[config.mk]
export PLATFORM = sky130hd
export DESIGN_NAME = fbpc_host
export DESIGN_NICKNAME = d
export VERILOG_FILES = /design/src/core/fbpc_pkg.sv /design/src/core/fbpc_bus_cycle.sv /design/src/core/fbpc_host.sv
export SDC_FILE = /design/constraint.sdc
export NUM_CORES = 1
export LEC_CHECK = 0
export ABC_AREA = 1
export BUFFER_PORTS_ARGS = -buffer_cell sky130_fd_sc_hd__buf_2
export CAP_MARGIN = 40
export CORE_ASPECT_RATIO = 0.6
export CORE_UTILIZATION = 25
export DETAILED_ROUTE_END_ITERATION = 12
export HOLD_SLACK_MARGIN = 0.1
export PLACE_DENSITY_LB_ADDON = 0.08
export SLEW_MARGIN = 5
export SYNTH_ARGS = -nofsm -noshare
export SYNTH_HDL_FRONTEND = slang
export SYNTH_SLANG_ARGS = --single-unit
[constraint.sdc]
create_clock -name clk -period 2.5 [get_ports clk]
set_input_delay 0.625 -clock clk [delete_from_list [all_inputs] [get_ports clk]]
set_output_delay 0.625 -clock clk [all_outputs]
set_load 0.03 [all_outputs]
[src/core/fbpc_pkg.sv]
/*
  Constants, command codes and carrier types for the block protection
  command host. Assumes a x16 parallel NOR flash on the far side and
  APB software access to the host's own registers.
*/
package fbpc_pkg;
  localparam int ADDR_W = 23;
  localparam int DATA_W = 16;
  // register byte offsets
  localparam logic [7:0] REG_CTRL   = 8'h00;
  localparam logic [7:0] REG_ADDR   = 8'h04;
  localparam logic [7:0] REG_WDATA  = 8'h08;
  localparam logic [7:0] REG_PWLO   = 8'h0C;
  localparam logic [7:0] REG_PWHI   = 8'h10;
  localparam logic [7:0] REG_STATUS = 8'h14;
  localparam logic [7:0] REG_RDLO   = 8'h18;
  localparam logic [7:0] REG_RDHI   = 8'h1C;
  // field positions
  localparam int CTRL_START_BIT = 8;
  localparam int ST_BUSY_BIT    = 0;
  localparam int ST_DONE_BIT    = 1;
  localparam int ST_PROT_BIT    = 2;
  localparam int ST_ERR_BIT     = 3;
  localparam int IND_BIT        = 0;
  // flash command bytes and addresses
  localparam logic [22:0] UNLOCK_A1   = 23'h000555;
  localparam logic [22:0] UNLOCK_A2   = 23'h0002AA;
  localparam logic [15:0] UNLOCK_D1   = 16'h00AA;
  localparam logic [15:0] UNLOCK_D2   = 16'h0055;
  localparam logic [15:0] CODE_LOCKREG = 16'h0040;
  localparam logic [15:0] CODE_PWD     = 16'h0060;
  localparam logic [15:0] CODE_PPB     = 16'h00C0;
  localparam logic [15:0] CODE_MASTER  = 16'h00F1;
  localparam logic [15:0] CODE_PROG    = 16'h00A0;
  localparam logic [15:0] CODE_EXIT1   = 16'h0090;
  localparam logic [15:0] CODE_EXIT2   = 16'h0000;
  localparam logic [15:0] CODE_ERASE1  = 16'h0080;
  localparam logic [15:0] CODE_ERASE2  = 16'h0030;
  localparam logic [15:0] CODE_PROTECT = 16'h0000;
  localparam logic [15:0] CODE_UNLK1   = 16'h0025;
  localparam logic [15:0] CODE_UNLK2   = 16'h0003;
  localparam logic [15:0] CODE_UNLK3   = 16'h0029;
  localparam logic [22:0] ADDR_ZERO    = 23'h000000;
  // bus cycle phase lengths in clock cycles
  localparam int SETUP_CYC  = 2;
  localparam int STROBE_CYC = 5;
  localparam int HOLD_CYC   = 2;

  typedef enum logic [3:0] {
    CMD_ENTER_LOCKREG = 4'h0,
    CMD_READ_LOCKREG  = 4'h1,
    CMD_PROG_LOCKREG  = 4'h2,
    CMD_EXIT          = 4'h3,
    CMD_ENTER_PWD     = 4'h4,
    CMD_READ_PWD      = 4'h5,
    CMD_UNLOCK_PWD    = 4'h6,
    CMD_ENTER_PPB     = 4'h7,
    CMD_PPB_PROG      = 4'h8,
    CMD_PPB_ERASE     = 4'h9,
    CMD_MASTER_SET    = 4'hA,
    CMD_STATUS_READ   = 4'hB
  } fbpcCmd_t;

  typedef struct packed {
    logic              isRead;
    logic [ADDR_W-1:0] addr;
    logic [DATA_W-1:0] data;
  } fbpcCycle_t;

  typedef struct packed {
    logic              ceN;
    logic              oeN;
    logic              weN;
    logic              dqOe;
    logic [ADDR_W-1:0] addr;
    logic [DATA_W-1:0] dqOut;
  } fbpcPins_t;
endpackage

[src/core/fbpc_bus_cycle.sv]
/*
  One asynchronous flash bus cycle, read or write, on the flash pins.
  Assumes flash inputs are synchronous to clk and that phase lengths
  meet the part's timing at the clk rate.
*/
`timescale 1ns/1ps
`default_nettype none
module fbpc_bus_cycle #(
  parameter int SETUP  = fbpc_pkg::SETUP_CYC,
  parameter int STROBE = fbpc_pkg::STROBE_CYC,
  parameter int HOLD   = fbpc_pkg::HOLD_CYC
) (
  input  wire logic                  clk,
  input  wire logic                  reset,
  input  wire logic                  start,
  input  wire fbpc_pkg::fbpcCycle_t  req,
  input  wire logic [15:0]           dqIn,
  output var  fbpc_pkg::fbpcPins_t   pins,
  output logic                       done,
  output logic [15:0]                rdData
);
  typedef enum logic [1:0] {
    BC_IDLE   = 2'b00,
    BC_SETUP  = 2'b01,
    BC_STROBE = 2'b10,
    BC_HOLD   = 2'b11
  } fbpcBcState_t;

  initial begin
    if (SETUP < 1 || STROBE < 1 || HOLD < 1 || STROBE > 255 ||
        SETUP > 255 || HOLD > 255)
      $error("fbpc_bus_cycle: phase lengths must be 1..255");
  end

  fbpcBcState_t state_q;
  logic [7:0]   cnt_q;
  logic         isRead_q;

  always_ff @(posedge clk) begin
    if (reset) begin
      state_q  <= BC_IDLE;
      cnt_q    <= 8'h00;
      isRead_q <= 1'b0;
      done     <= 1'b0;
      rdData   <= 16'h0000;
      pins     <= '{ceN: 1'b1, oeN: 1'b1, weN: 1'b1, dqOe: 1'b0,
                    addr: '0, dqOut: '0};
    end else begin
      done <= 1'b0;
      unique case (state_q)
        BC_IDLE: begin
          if (start) begin
            state_q    <= BC_SETUP;
            cnt_q      <= 8'(SETUP - 1);
            isRead_q   <= req.isRead;
            pins.ceN   <= 1'b0;
            pins.addr  <= req.addr;
            pins.dqOut <= req.data;
            pins.dqOe  <= ~req.isRead;
          end
        end
        BC_SETUP: begin
          if (cnt_q == 8'h00) begin
            state_q  <= BC_STROBE;
            cnt_q    <= 8'(STROBE - 1);
            pins.oeN <= ~isRead_q;
            pins.weN <= isRead_q;
          end else begin
            cnt_q <= cnt_q - 8'h01;
          end
        end
        BC_STROBE: begin
          if (cnt_q == 8'h00) begin
            // data is taken at the end of the strobe, before oe rises
            if (isRead_q)
              rdData <= dqIn;
            state_q  <= BC_HOLD;
            cnt_q    <= 8'(HOLD - 1);
            pins.oeN <= 1'b1;
            pins.weN <= 1'b1;
          end else begin
            cnt_q <= cnt_q - 8'h01;
          end
        end
        BC_HOLD: begin
          if (cnt_q == 8'h00) begin
            state_q   <= BC_IDLE;
            pins.ceN  <= 1'b1;
            pins.dqOe <= 1'b0;
            done      <= 1'b1;
          end else begin
            cnt_q <= cnt_q - 8'h01;
          end
        end
      endcase
    end
  end
endmodule
`default_nettype wire

[src/core/fbpc_host.sv]
/*
  Host controller that issues block protection command sequences to a
  parallel NOR flash, taking orders over APB.
  Assumes an APB master on clk and a flash whose inputs are synchronous.
*/
// Operation
// - host programs persistent bits before master lock; fbpc_host issues CMD_MASTER_SET whenever ordered, without checking
// - host uses master lock for permanent guard
// - AA/555, 55/2AA, 40/555 enters lock register
// - one read at 00 returns lock register
// - A0 then value programs lock register
// - 90 then 00 leaves command set
// - AA, 55, 60 enters password set
// - AA, 55, C0 enters persistent set
// - 80 then 30 erases all persistent bits
// - AA, 55, F1 sets master lock bit
`timescale 1ns/1ps
`default_nettype none
module fbpc_host (
  input  wire logic                 clk,
  input  wire logic                 reset,
  input  wire logic                 psel,
  input  wire logic                 penable,
  input  wire logic                 pwrite,
  input  wire logic [7:0]           paddr,
  input  wire logic [31:0]          pwdata,
  output logic [31:0]               prdata,
  output logic                      pready,
  output logic                      pslverr,
  input  wire logic [15:0]          dqIn,
  output var  fbpc_pkg::fbpcPins_t  flashPins
);
  typedef enum logic [1:0] {
    SQ_IDLE  = 2'b00,
    SQ_ISSUE = 2'b01,
    SQ_WAIT  = 2'b10
  } fbpcSeqState_t;

  fbpcSeqState_t        state_q;
  fbpc_pkg::fbpcCmd_t   cmd_q;
  logic [22:0]          addr_q;
  logic [15:0]          wdata_q;
  logic [63:0]          pw_q;
  logic [63:0]          rd_q;
  logic [2:0]           step_q;
  logic                 done_q;
  logic                 prot_q;
  logic                 err_q;
  logic                 cycStart_q;
  logic                 cycDone;
  logic [15:0]          cycData;
  fbpc_pkg::fbpcCycle_t cur;
  logic                 apbWr;
  logic                 startReq;

  // unlock prefix used by every command set entry
  function automatic fbpc_pkg::fbpcCycle_t entry(input logic [2:0] s,
                                                  input logic [15:0] code);
    fbpc_pkg::fbpcCycle_t c;
    c.isRead = 1'b0;
    c.addr   = fbpc_pkg::UNLOCK_A1;
    c.data   = code;
    if (s == 3'd0)
      c.data = fbpc_pkg::UNLOCK_D1;
    else if (s == 3'd1) begin
      c.addr = fbpc_pkg::UNLOCK_A2;
      c.data = fbpc_pkg::UNLOCK_D2;
    end
    return c;
  endfunction

  function automatic fbpc_pkg::fbpcCycle_t wr(input logic [22:0] a,
                                               input logic [15:0] d);
    return '{isRead: 1'b0, addr: a, data: d};
  endfunction

  function automatic fbpc_pkg::fbpcCycle_t rd(input logic [22:0] a);
    return '{isRead: 1'b1, addr: a, data: 16'h0000};
  endfunction

  // number of bus cycles minus one; codes above B are refused by legal
  function automatic logic [2:0] lastStep(input fbpc_pkg::fbpcCmd_t c);
    unique case (c)
      fbpc_pkg::CMD_ENTER_LOCKREG,
      fbpc_pkg::CMD_ENTER_PWD,
      fbpc_pkg::CMD_ENTER_PPB,
      fbpc_pkg::CMD_MASTER_SET:  return 3'd2;
      fbpc_pkg::CMD_READ_LOCKREG,
      fbpc_pkg::CMD_STATUS_READ: return 3'd0;
      fbpc_pkg::CMD_READ_PWD:    return 3'd3;
      fbpc_pkg::CMD_UNLOCK_PWD:  return 3'd6;
      default:                   return 3'd1;
    endcase
  endfunction

  function automatic logic legal(input logic [3:0] c);
    return c <= 4'hB;
  endfunction

  always_comb begin
    cur = wr(fbpc_pkg::ADDR_ZERO, 16'h0000);
    unique case (cmd_q)
      fbpc_pkg::CMD_ENTER_LOCKREG:
        cur = entry(step_q, fbpc_pkg::CODE_LOCKREG);
      fbpc_pkg::CMD_READ_LOCKREG:
        cur = rd(fbpc_pkg::ADDR_ZERO);
      fbpc_pkg::CMD_PROG_LOCKREG:
        cur = wr(addr_q, step_q == 3'd0 ? fbpc_pkg::CODE_PROG
                                        : wdata_q);
      fbpc_pkg::CMD_EXIT:
        cur = wr(addr_q, step_q == 3'd0 ? fbpc_pkg::CODE_EXIT1
                                        : fbpc_pkg::CODE_EXIT2);
      fbpc_pkg::CMD_ENTER_PWD:
        cur = entry(step_q, fbpc_pkg::CODE_PWD);
      fbpc_pkg::CMD_READ_PWD:
        cur = rd({20'h00000, step_q});
      fbpc_pkg::CMD_UNLOCK_PWD: begin
        unique case (step_q)
          3'd0:    cur = wr(fbpc_pkg::ADDR_ZERO, fbpc_pkg::CODE_UNLK1);
          3'd1:    cur = wr(fbpc_pkg::ADDR_ZERO, fbpc_pkg::CODE_UNLK2);
          3'd2:    cur = wr(23'h000000, pw_q[15:0]);
          3'd3:    cur = wr(23'h000001, pw_q[31:16]);
          3'd4:    cur = wr(23'h000002, pw_q[47:32]);
          3'd5:    cur = wr(23'h000003, pw_q[63:48]);
          default: cur = wr(fbpc_pkg::ADDR_ZERO, fbpc_pkg::CODE_UNLK3);
        endcase
      end
      fbpc_pkg::CMD_ENTER_PPB:
        cur = entry(step_q, fbpc_pkg::CODE_PPB);
      fbpc_pkg::CMD_PPB_PROG:
        // block address only on the second cycle
        cur = step_q == 3'd0 ? wr(fbpc_pkg::ADDR_ZERO, fbpc_pkg::CODE_PROG)
                             : wr(addr_q, fbpc_pkg::CODE_PROTECT);
      fbpc_pkg::CMD_PPB_ERASE:
        cur = wr(fbpc_pkg::ADDR_ZERO,
                 step_q == 3'd0 ? fbpc_pkg::CODE_ERASE1
                                : fbpc_pkg::CODE_ERASE2);
      fbpc_pkg::CMD_MASTER_SET:
        // irreversible: software must have set persistent bits first;
        cur = entry(step_q, fbpc_pkg::CODE_MASTER);
      fbpc_pkg::CMD_STATUS_READ:
        cur = rd(addr_q);
    endcase
  end

  assign apbWr    = psel & penable & pready & pwrite;
  assign startReq = apbWr && paddr == fbpc_pkg::REG_CTRL &&
                    pwdata[fbpc_pkg::CTRL_START_BIT];

  // apb slave: no wait states, pready from a flop
  always_ff @(posedge clk) begin
    if (reset) begin
      pready  <= 1'b0;
      pslverr <= 1'b0;
      prdata  <= 32'h00000000;
    end else if (psel && !penable && !pready) begin
      pready  <= 1'b1;
      pslverr <= 1'b0;
      prdata  <= 32'h00000000;
      unique case (paddr)
        fbpc_pkg::REG_CTRL:   prdata <= {28'h0000000, cmd_q};
        fbpc_pkg::REG_ADDR:   prdata <= {9'h000, addr_q};
        fbpc_pkg::REG_WDATA:  prdata <= {16'h0000, wdata_q};
        fbpc_pkg::REG_PWLO:   prdata <= pw_q[31:0];
        fbpc_pkg::REG_PWHI:   prdata <= pw_q[63:32];
        fbpc_pkg::REG_STATUS: prdata <= {28'h0000000, err_q, prot_q,
                                         done_q, state_q != SQ_IDLE};
        fbpc_pkg::REG_RDLO:   prdata <= rd_q[31:0];
        fbpc_pkg::REG_RDHI:   prdata <= rd_q[63:32];
        default:              pslverr <= 1'b1;
      endcase
    end else begin
      pready  <= 1'b0;
      pslverr <= 1'b0;
    end
  end

  // operand registers; frozen while a sequence runs
  always_ff @(posedge clk) begin
    if (reset) begin
      addr_q  <= 23'h000000;
      wdata_q <= 16'h0000;
      pw_q    <= 64'h0000000000000000;
    end else if (apbWr && state_q == SQ_IDLE) begin
      unique case (paddr)
        fbpc_pkg::REG_ADDR:  addr_q     <= pwdata[22:0];
        fbpc_pkg::REG_WDATA: wdata_q    <= pwdata[15:0];
        fbpc_pkg::REG_PWLO:  pw_q[31:0] <= pwdata;
        fbpc_pkg::REG_PWHI:  pw_q[63:32] <= pwdata;
        default: ;
      endcase
    end
  end

  // sequencer
  always_ff @(posedge clk) begin
    if (reset) begin
      state_q    <= SQ_IDLE;
      cmd_q      <= fbpc_pkg::CMD_EXIT;
      step_q     <= 3'd0;
      done_q     <= 1'b0;
      err_q      <= 1'b0;
      cycStart_q <= 1'b0;
    end else begin
      cycStart_q <= 1'b0;
      unique case (state_q)
        SQ_IDLE: begin
          if (startReq) begin
            done_q <= 1'b0;
            step_q <= 3'd0;
            if (legal(pwdata[3:0])) begin
              cmd_q      <= fbpc_pkg::fbpcCmd_t'(pwdata[3:0]);
              err_q      <= 1'b0;
              state_q    <= SQ_ISSUE;
            end else begin
              err_q  <= 1'b1;
              done_q <= 1'b1;
            end
          end
        end
        SQ_ISSUE: begin
          cycStart_q <= 1'b1;
          state_q    <= SQ_WAIT;
        end
        SQ_WAIT: begin
          if (cycDone) begin
            if (step_q == lastStep(cmd_q)) begin
              state_q <= SQ_IDLE;
              done_q  <= 1'b1;
            end else begin
              step_q  <= step_q + 3'd1;
              state_q <= SQ_ISSUE;
            end
          end
        end
        default: state_q <= SQ_IDLE;
      endcase
    end
  end

  // read capture: password words by step, indicator on line zero
  always_ff @(posedge clk) begin
    if (reset) begin
      rd_q   <= 64'h0000000000000000;
      prot_q <= 1'b0;
    end else if (state_q == SQ_WAIT && cycDone && cur.isRead) begin
      rd_q[16*step_q[1:0] +: 16] <= cycData;
      // zero on line zero means protected
      prot_q <= ~cycData[fbpc_pkg::IND_BIT];
    end
  end

  fbpc_bus_cycle u_cycle (
    .clk    (clk),
    .reset  (reset),
    .start  (cycStart_q),
    .req    (cur),
    .dqIn   (dqIn),
    .pins   (flashPins),
    .done   (cycDone),
    .rdData (cycData)
  );
endmodule
`default_nettype wire

==> summary.txt <==
Place
  • PortBufs: 137
  • Placed cells: 2708
  • DP HPWL: 39400 um
  • RD Place Congestion: 0.860

Synthesis
  • Cells after Synth: 1909
  • Synthesized area: 13300 um2
  • Largest family of logic cells by synthesized area: simple AND/OR/NAND/NOR gates
  • Synth Area in Adders: 1.03%
  • Synth Register Bits: 288
  • Post-synthesis mux area share: 0%
  • Post-Syn Nets: 1981
  • Synth Flop Type: dfxtp_1
  • Number of synthesized flops with an enable pin: 0
  • Post-Syn Area per Cell: 6.98 um2
  • Synth top area cells: dfxtp_1 (43%), nand2_1 (13%), a21oi_1 (7.9%)
  • Post-Synth XOR/XNOR Area: 0.526%
  • Synth Warn #: 0
  • Register area share after synthesis: 43.3%
  • Post-Synth Simple-Gate Area: 28.4%
  • FFs w/ async S/R, synth: 0%
  • Synth cell types: 47
  • Synth top area share: 43.3%
  • Post-synth top area cell: dfxtp_1
  • Post-synthesis compound-gate area fraction: 17.9%

Pwr
  • LEAKAGE: 0.00651 uW
  • Sw frac: 27.1%
  • Clk pwr share: 44.4%
  • Int Pwr: 7490 uW
  • PD cells: 646 nW/um2
  • Part of the power in registers: 46.1%
  • Tot Pwr: 10300 uW
  • Worst VDD drop: 0.000529 V
  • Logic pwr share: 9.5%
  • Psw: 2790 uW

Clock tree
  • CTS tree: built
  • Hold-fix buffers at CTS: 0
  • Clock transition at path regs: 0.06 ns
  • CTS Buf Count: 31
  • Max Root-Sink Buffers: 3
  • CTS root buffer: clkbuf_16
  • CTS H-tree lvls: 1
  • Worst-Skew Late Latency: 0.61 ns
  • TritonCTS Sinks: 288
  • Post-CTS Repair Setup Buffers: 0
  • Post-CTS resize count: 0

Setup path
  • Critical path buffers and inverters: 4
  • Crit path kind: flop to flop
  • Crit path cell chain: inv_1, ha_1, nand2_1, clkinv_1, buf_4, nand2_1, o21ai_0, nor2_1, nand3_1, nand2_1, nand3_1, nand2_1, inv_1
  • Crit path launch type: flop
  • CP arrival: 2.77 ns
  • Worst setup EP type: flop
  • CP max stage cell: dfxtp_1
  • Largest stage delay, worst path: 0.40 ns
  • Crit-path leading delay family: simple AND/OR/NAND/NOR gates
  • CP max FO: 16
  • Cell mode on critical path: nand2_1
  • WP data required: 3.00 ns

Timing
  • Clock Skews: 0.0154 ns
  • Setup TNS: 0 ns
  • Fin crit period: 2.28 ns
  • Final worst path period share: 91.1%
  • Normalized max-slew margin: 46.4%
  • Hold Fails Final Rpt: 0
  • Worst-margin pin slew: 0.803 ns
  • Unrepaired setup endpoints after global routing: no
  • Fmax: 439 MHz
  • Worst hold slack: 0.269 ns
  • Setup-failing EPs final: 0
  • Slew Limit Fails: 0

Layout
  • Share of cells above drive strength 1: 15.1%
  • Fin cells: 2760
  • Post-layout util: 30.3%
  • Fill count: 5810
  • Leading cell type in the layout, fill and taps excluded: nand2_1
  • Nets@finish: 2110
  • Area Overhead vs Synth: 19.5%
  • Most frequent cells in the layout: nand2_1 (459), dfxtp_1 (288), nor2_1 (227)
  • Register area: 5770 um2
  • Multi-input gate area: 6370 um2

Routing
  • Antenna Nets Post-Route: 0
  • Wire length per cell: 19.5 um
  • Post-DR vias/cell: 4.79
  • Routed Wire Length: 53800 um
  • TritonRoute pass-1 iters: 5
  • DRC Markers: 0
  • Iter 0 DRT Violations: 1011
  • Vias: 13218

Global route
  • Initial antenna violation count: 0
  • Overflow after GRT: 0
  • Largest net degree at the start of global routing: 135
  • GRT Overall Usage: 19.7%
  • Vias in the first global route: 12927
  • First-pass GRT wire length: 81500 um

Floorplanning
  • Die Width: 300 um
  • Die Ht: 181 um
  • FP Rows: 65
  • Core area: 52500 um2
  • Initial Util: 25.3%
  • Full die area: 54200 um2
  • Ports: 138

Outcome
  • Status: complete, no violations

Hold path
  • Worst Hold Class: input port to flop

Job
  • Maxcap violations: 0
## worst register-to-register path: stages (launching register included)
cell and delay [ns]:
dfxtp_1 0.40, inv_1 0.14, ha_1 0.24, nand2_1 0.09
clkinv_1 0.14, buf_4 0.25, nand2_1 0.15, o21ai_0 0.09
nor2_1 0.22, nand3_1 0.18, nand2_1 0.09, nand3_1 0.09
nand2_1 0.07, inv_1 0.03
## layout make-up
class                      count  area share, %
clock inverter                 7          0.369
tap                          703           5.53
clock buffer                  44           5.68
multi-input combinational   1347           40.0
antenna                        1         0.0157
timing repair buffer         208           8.30
sequential                   288           36.2
inverter                     162           3.84
## cell usage after synthesis (2+ instances only)
cell	count
nand2_1	459
dfxtp_1	288
nor2_1	227
a21oi_1	209
o21ai_0	185
inv_1	143
nand3_1	90
nand4_1	59
clkbuf_1	54
buf_2	37
inv_2	16
o21ai_1	15
a211oi_1	13
ha_1	11
nor2_4	9
o2111ai_1	9
nor2_2	8
buf_4	7
buf_6	7
o22ai_1	7
nor3_1	6
nand2_2	5
xnor2_1	5
buf_1	4
nand2_4	4
a211oi_2	3
xor2_1	3
a21oi_2	2
clkinv_1	2
nor2_8	2
nor3_4	2
o211ai_1	2
o31ai_1	2
## per-stage QoR
step           setup slack (ns)  area (um2)
3_5_place_dp             0.0520       15000
4_1_cts                   0.200       15900
5_1_grt                 0.00165       15900
2_1_floorplan             0.467       13300
6_report                  0.221       15900
3_3_place_gp             0.0720       15000
## final timing paths
check	to	cells after the start	slack [ns]	startpoint
worst max register to register	u_cycle.pins[5]	13	0.22	step_q[1]
worst max-delay path	u_cycle.pins[5]	13	0.22	step_q[1]
worst min register to register	u_cycle.pins[39]	2	0.45	u_cycle.pins[39]
worst min-delay path	pw_q[62]	3	0.27	pwdata[30]
## sequential cells by signal (all words and copies together) (netlist names), 2 cells and up, named ones only
name and count:
addr_q 23, cmd_q 4, prdata 32, pw_q 64
rd_q 64, state_q 2, step_q 3, u_cycle.cnt_q 8
u_cycle.pins 43, u_cycle.rdData 16, u_cycle.state_q 2, wdata_q 16
## kinds of logic (layout without fill, tap and decap cells)
family          Yosys count  count (layout)
buf+inv                 274             421
flops                   288             288
compound gates          451             451
simple gates            877             877
xor+xnor                  8               8
fa+ha+maj                11              11
other cells               0               1
## routing by layer
layer / global-route usage, % / vias to the layer above / wire length [um]
met5: 0 / - / 0
met4: 3.37 / 0 / 945
met3: 2.98 / 52 / 2620
met2: 29.2 / 314 / 22400
met1: 29.9 / 6333 / 27700
li1: - / 6519 / -
## power by group through the flow
stage	Sequential, uW	Combinational, uW	Clock (uW)
floorplan	4890	603	0
global placement	4840	984	0
detailed placement	4840	986	0
CTS	4740	990	4700
global route	4750	1100	4890
finish	4740	980	4570
(Power assumes the default switching activity.)
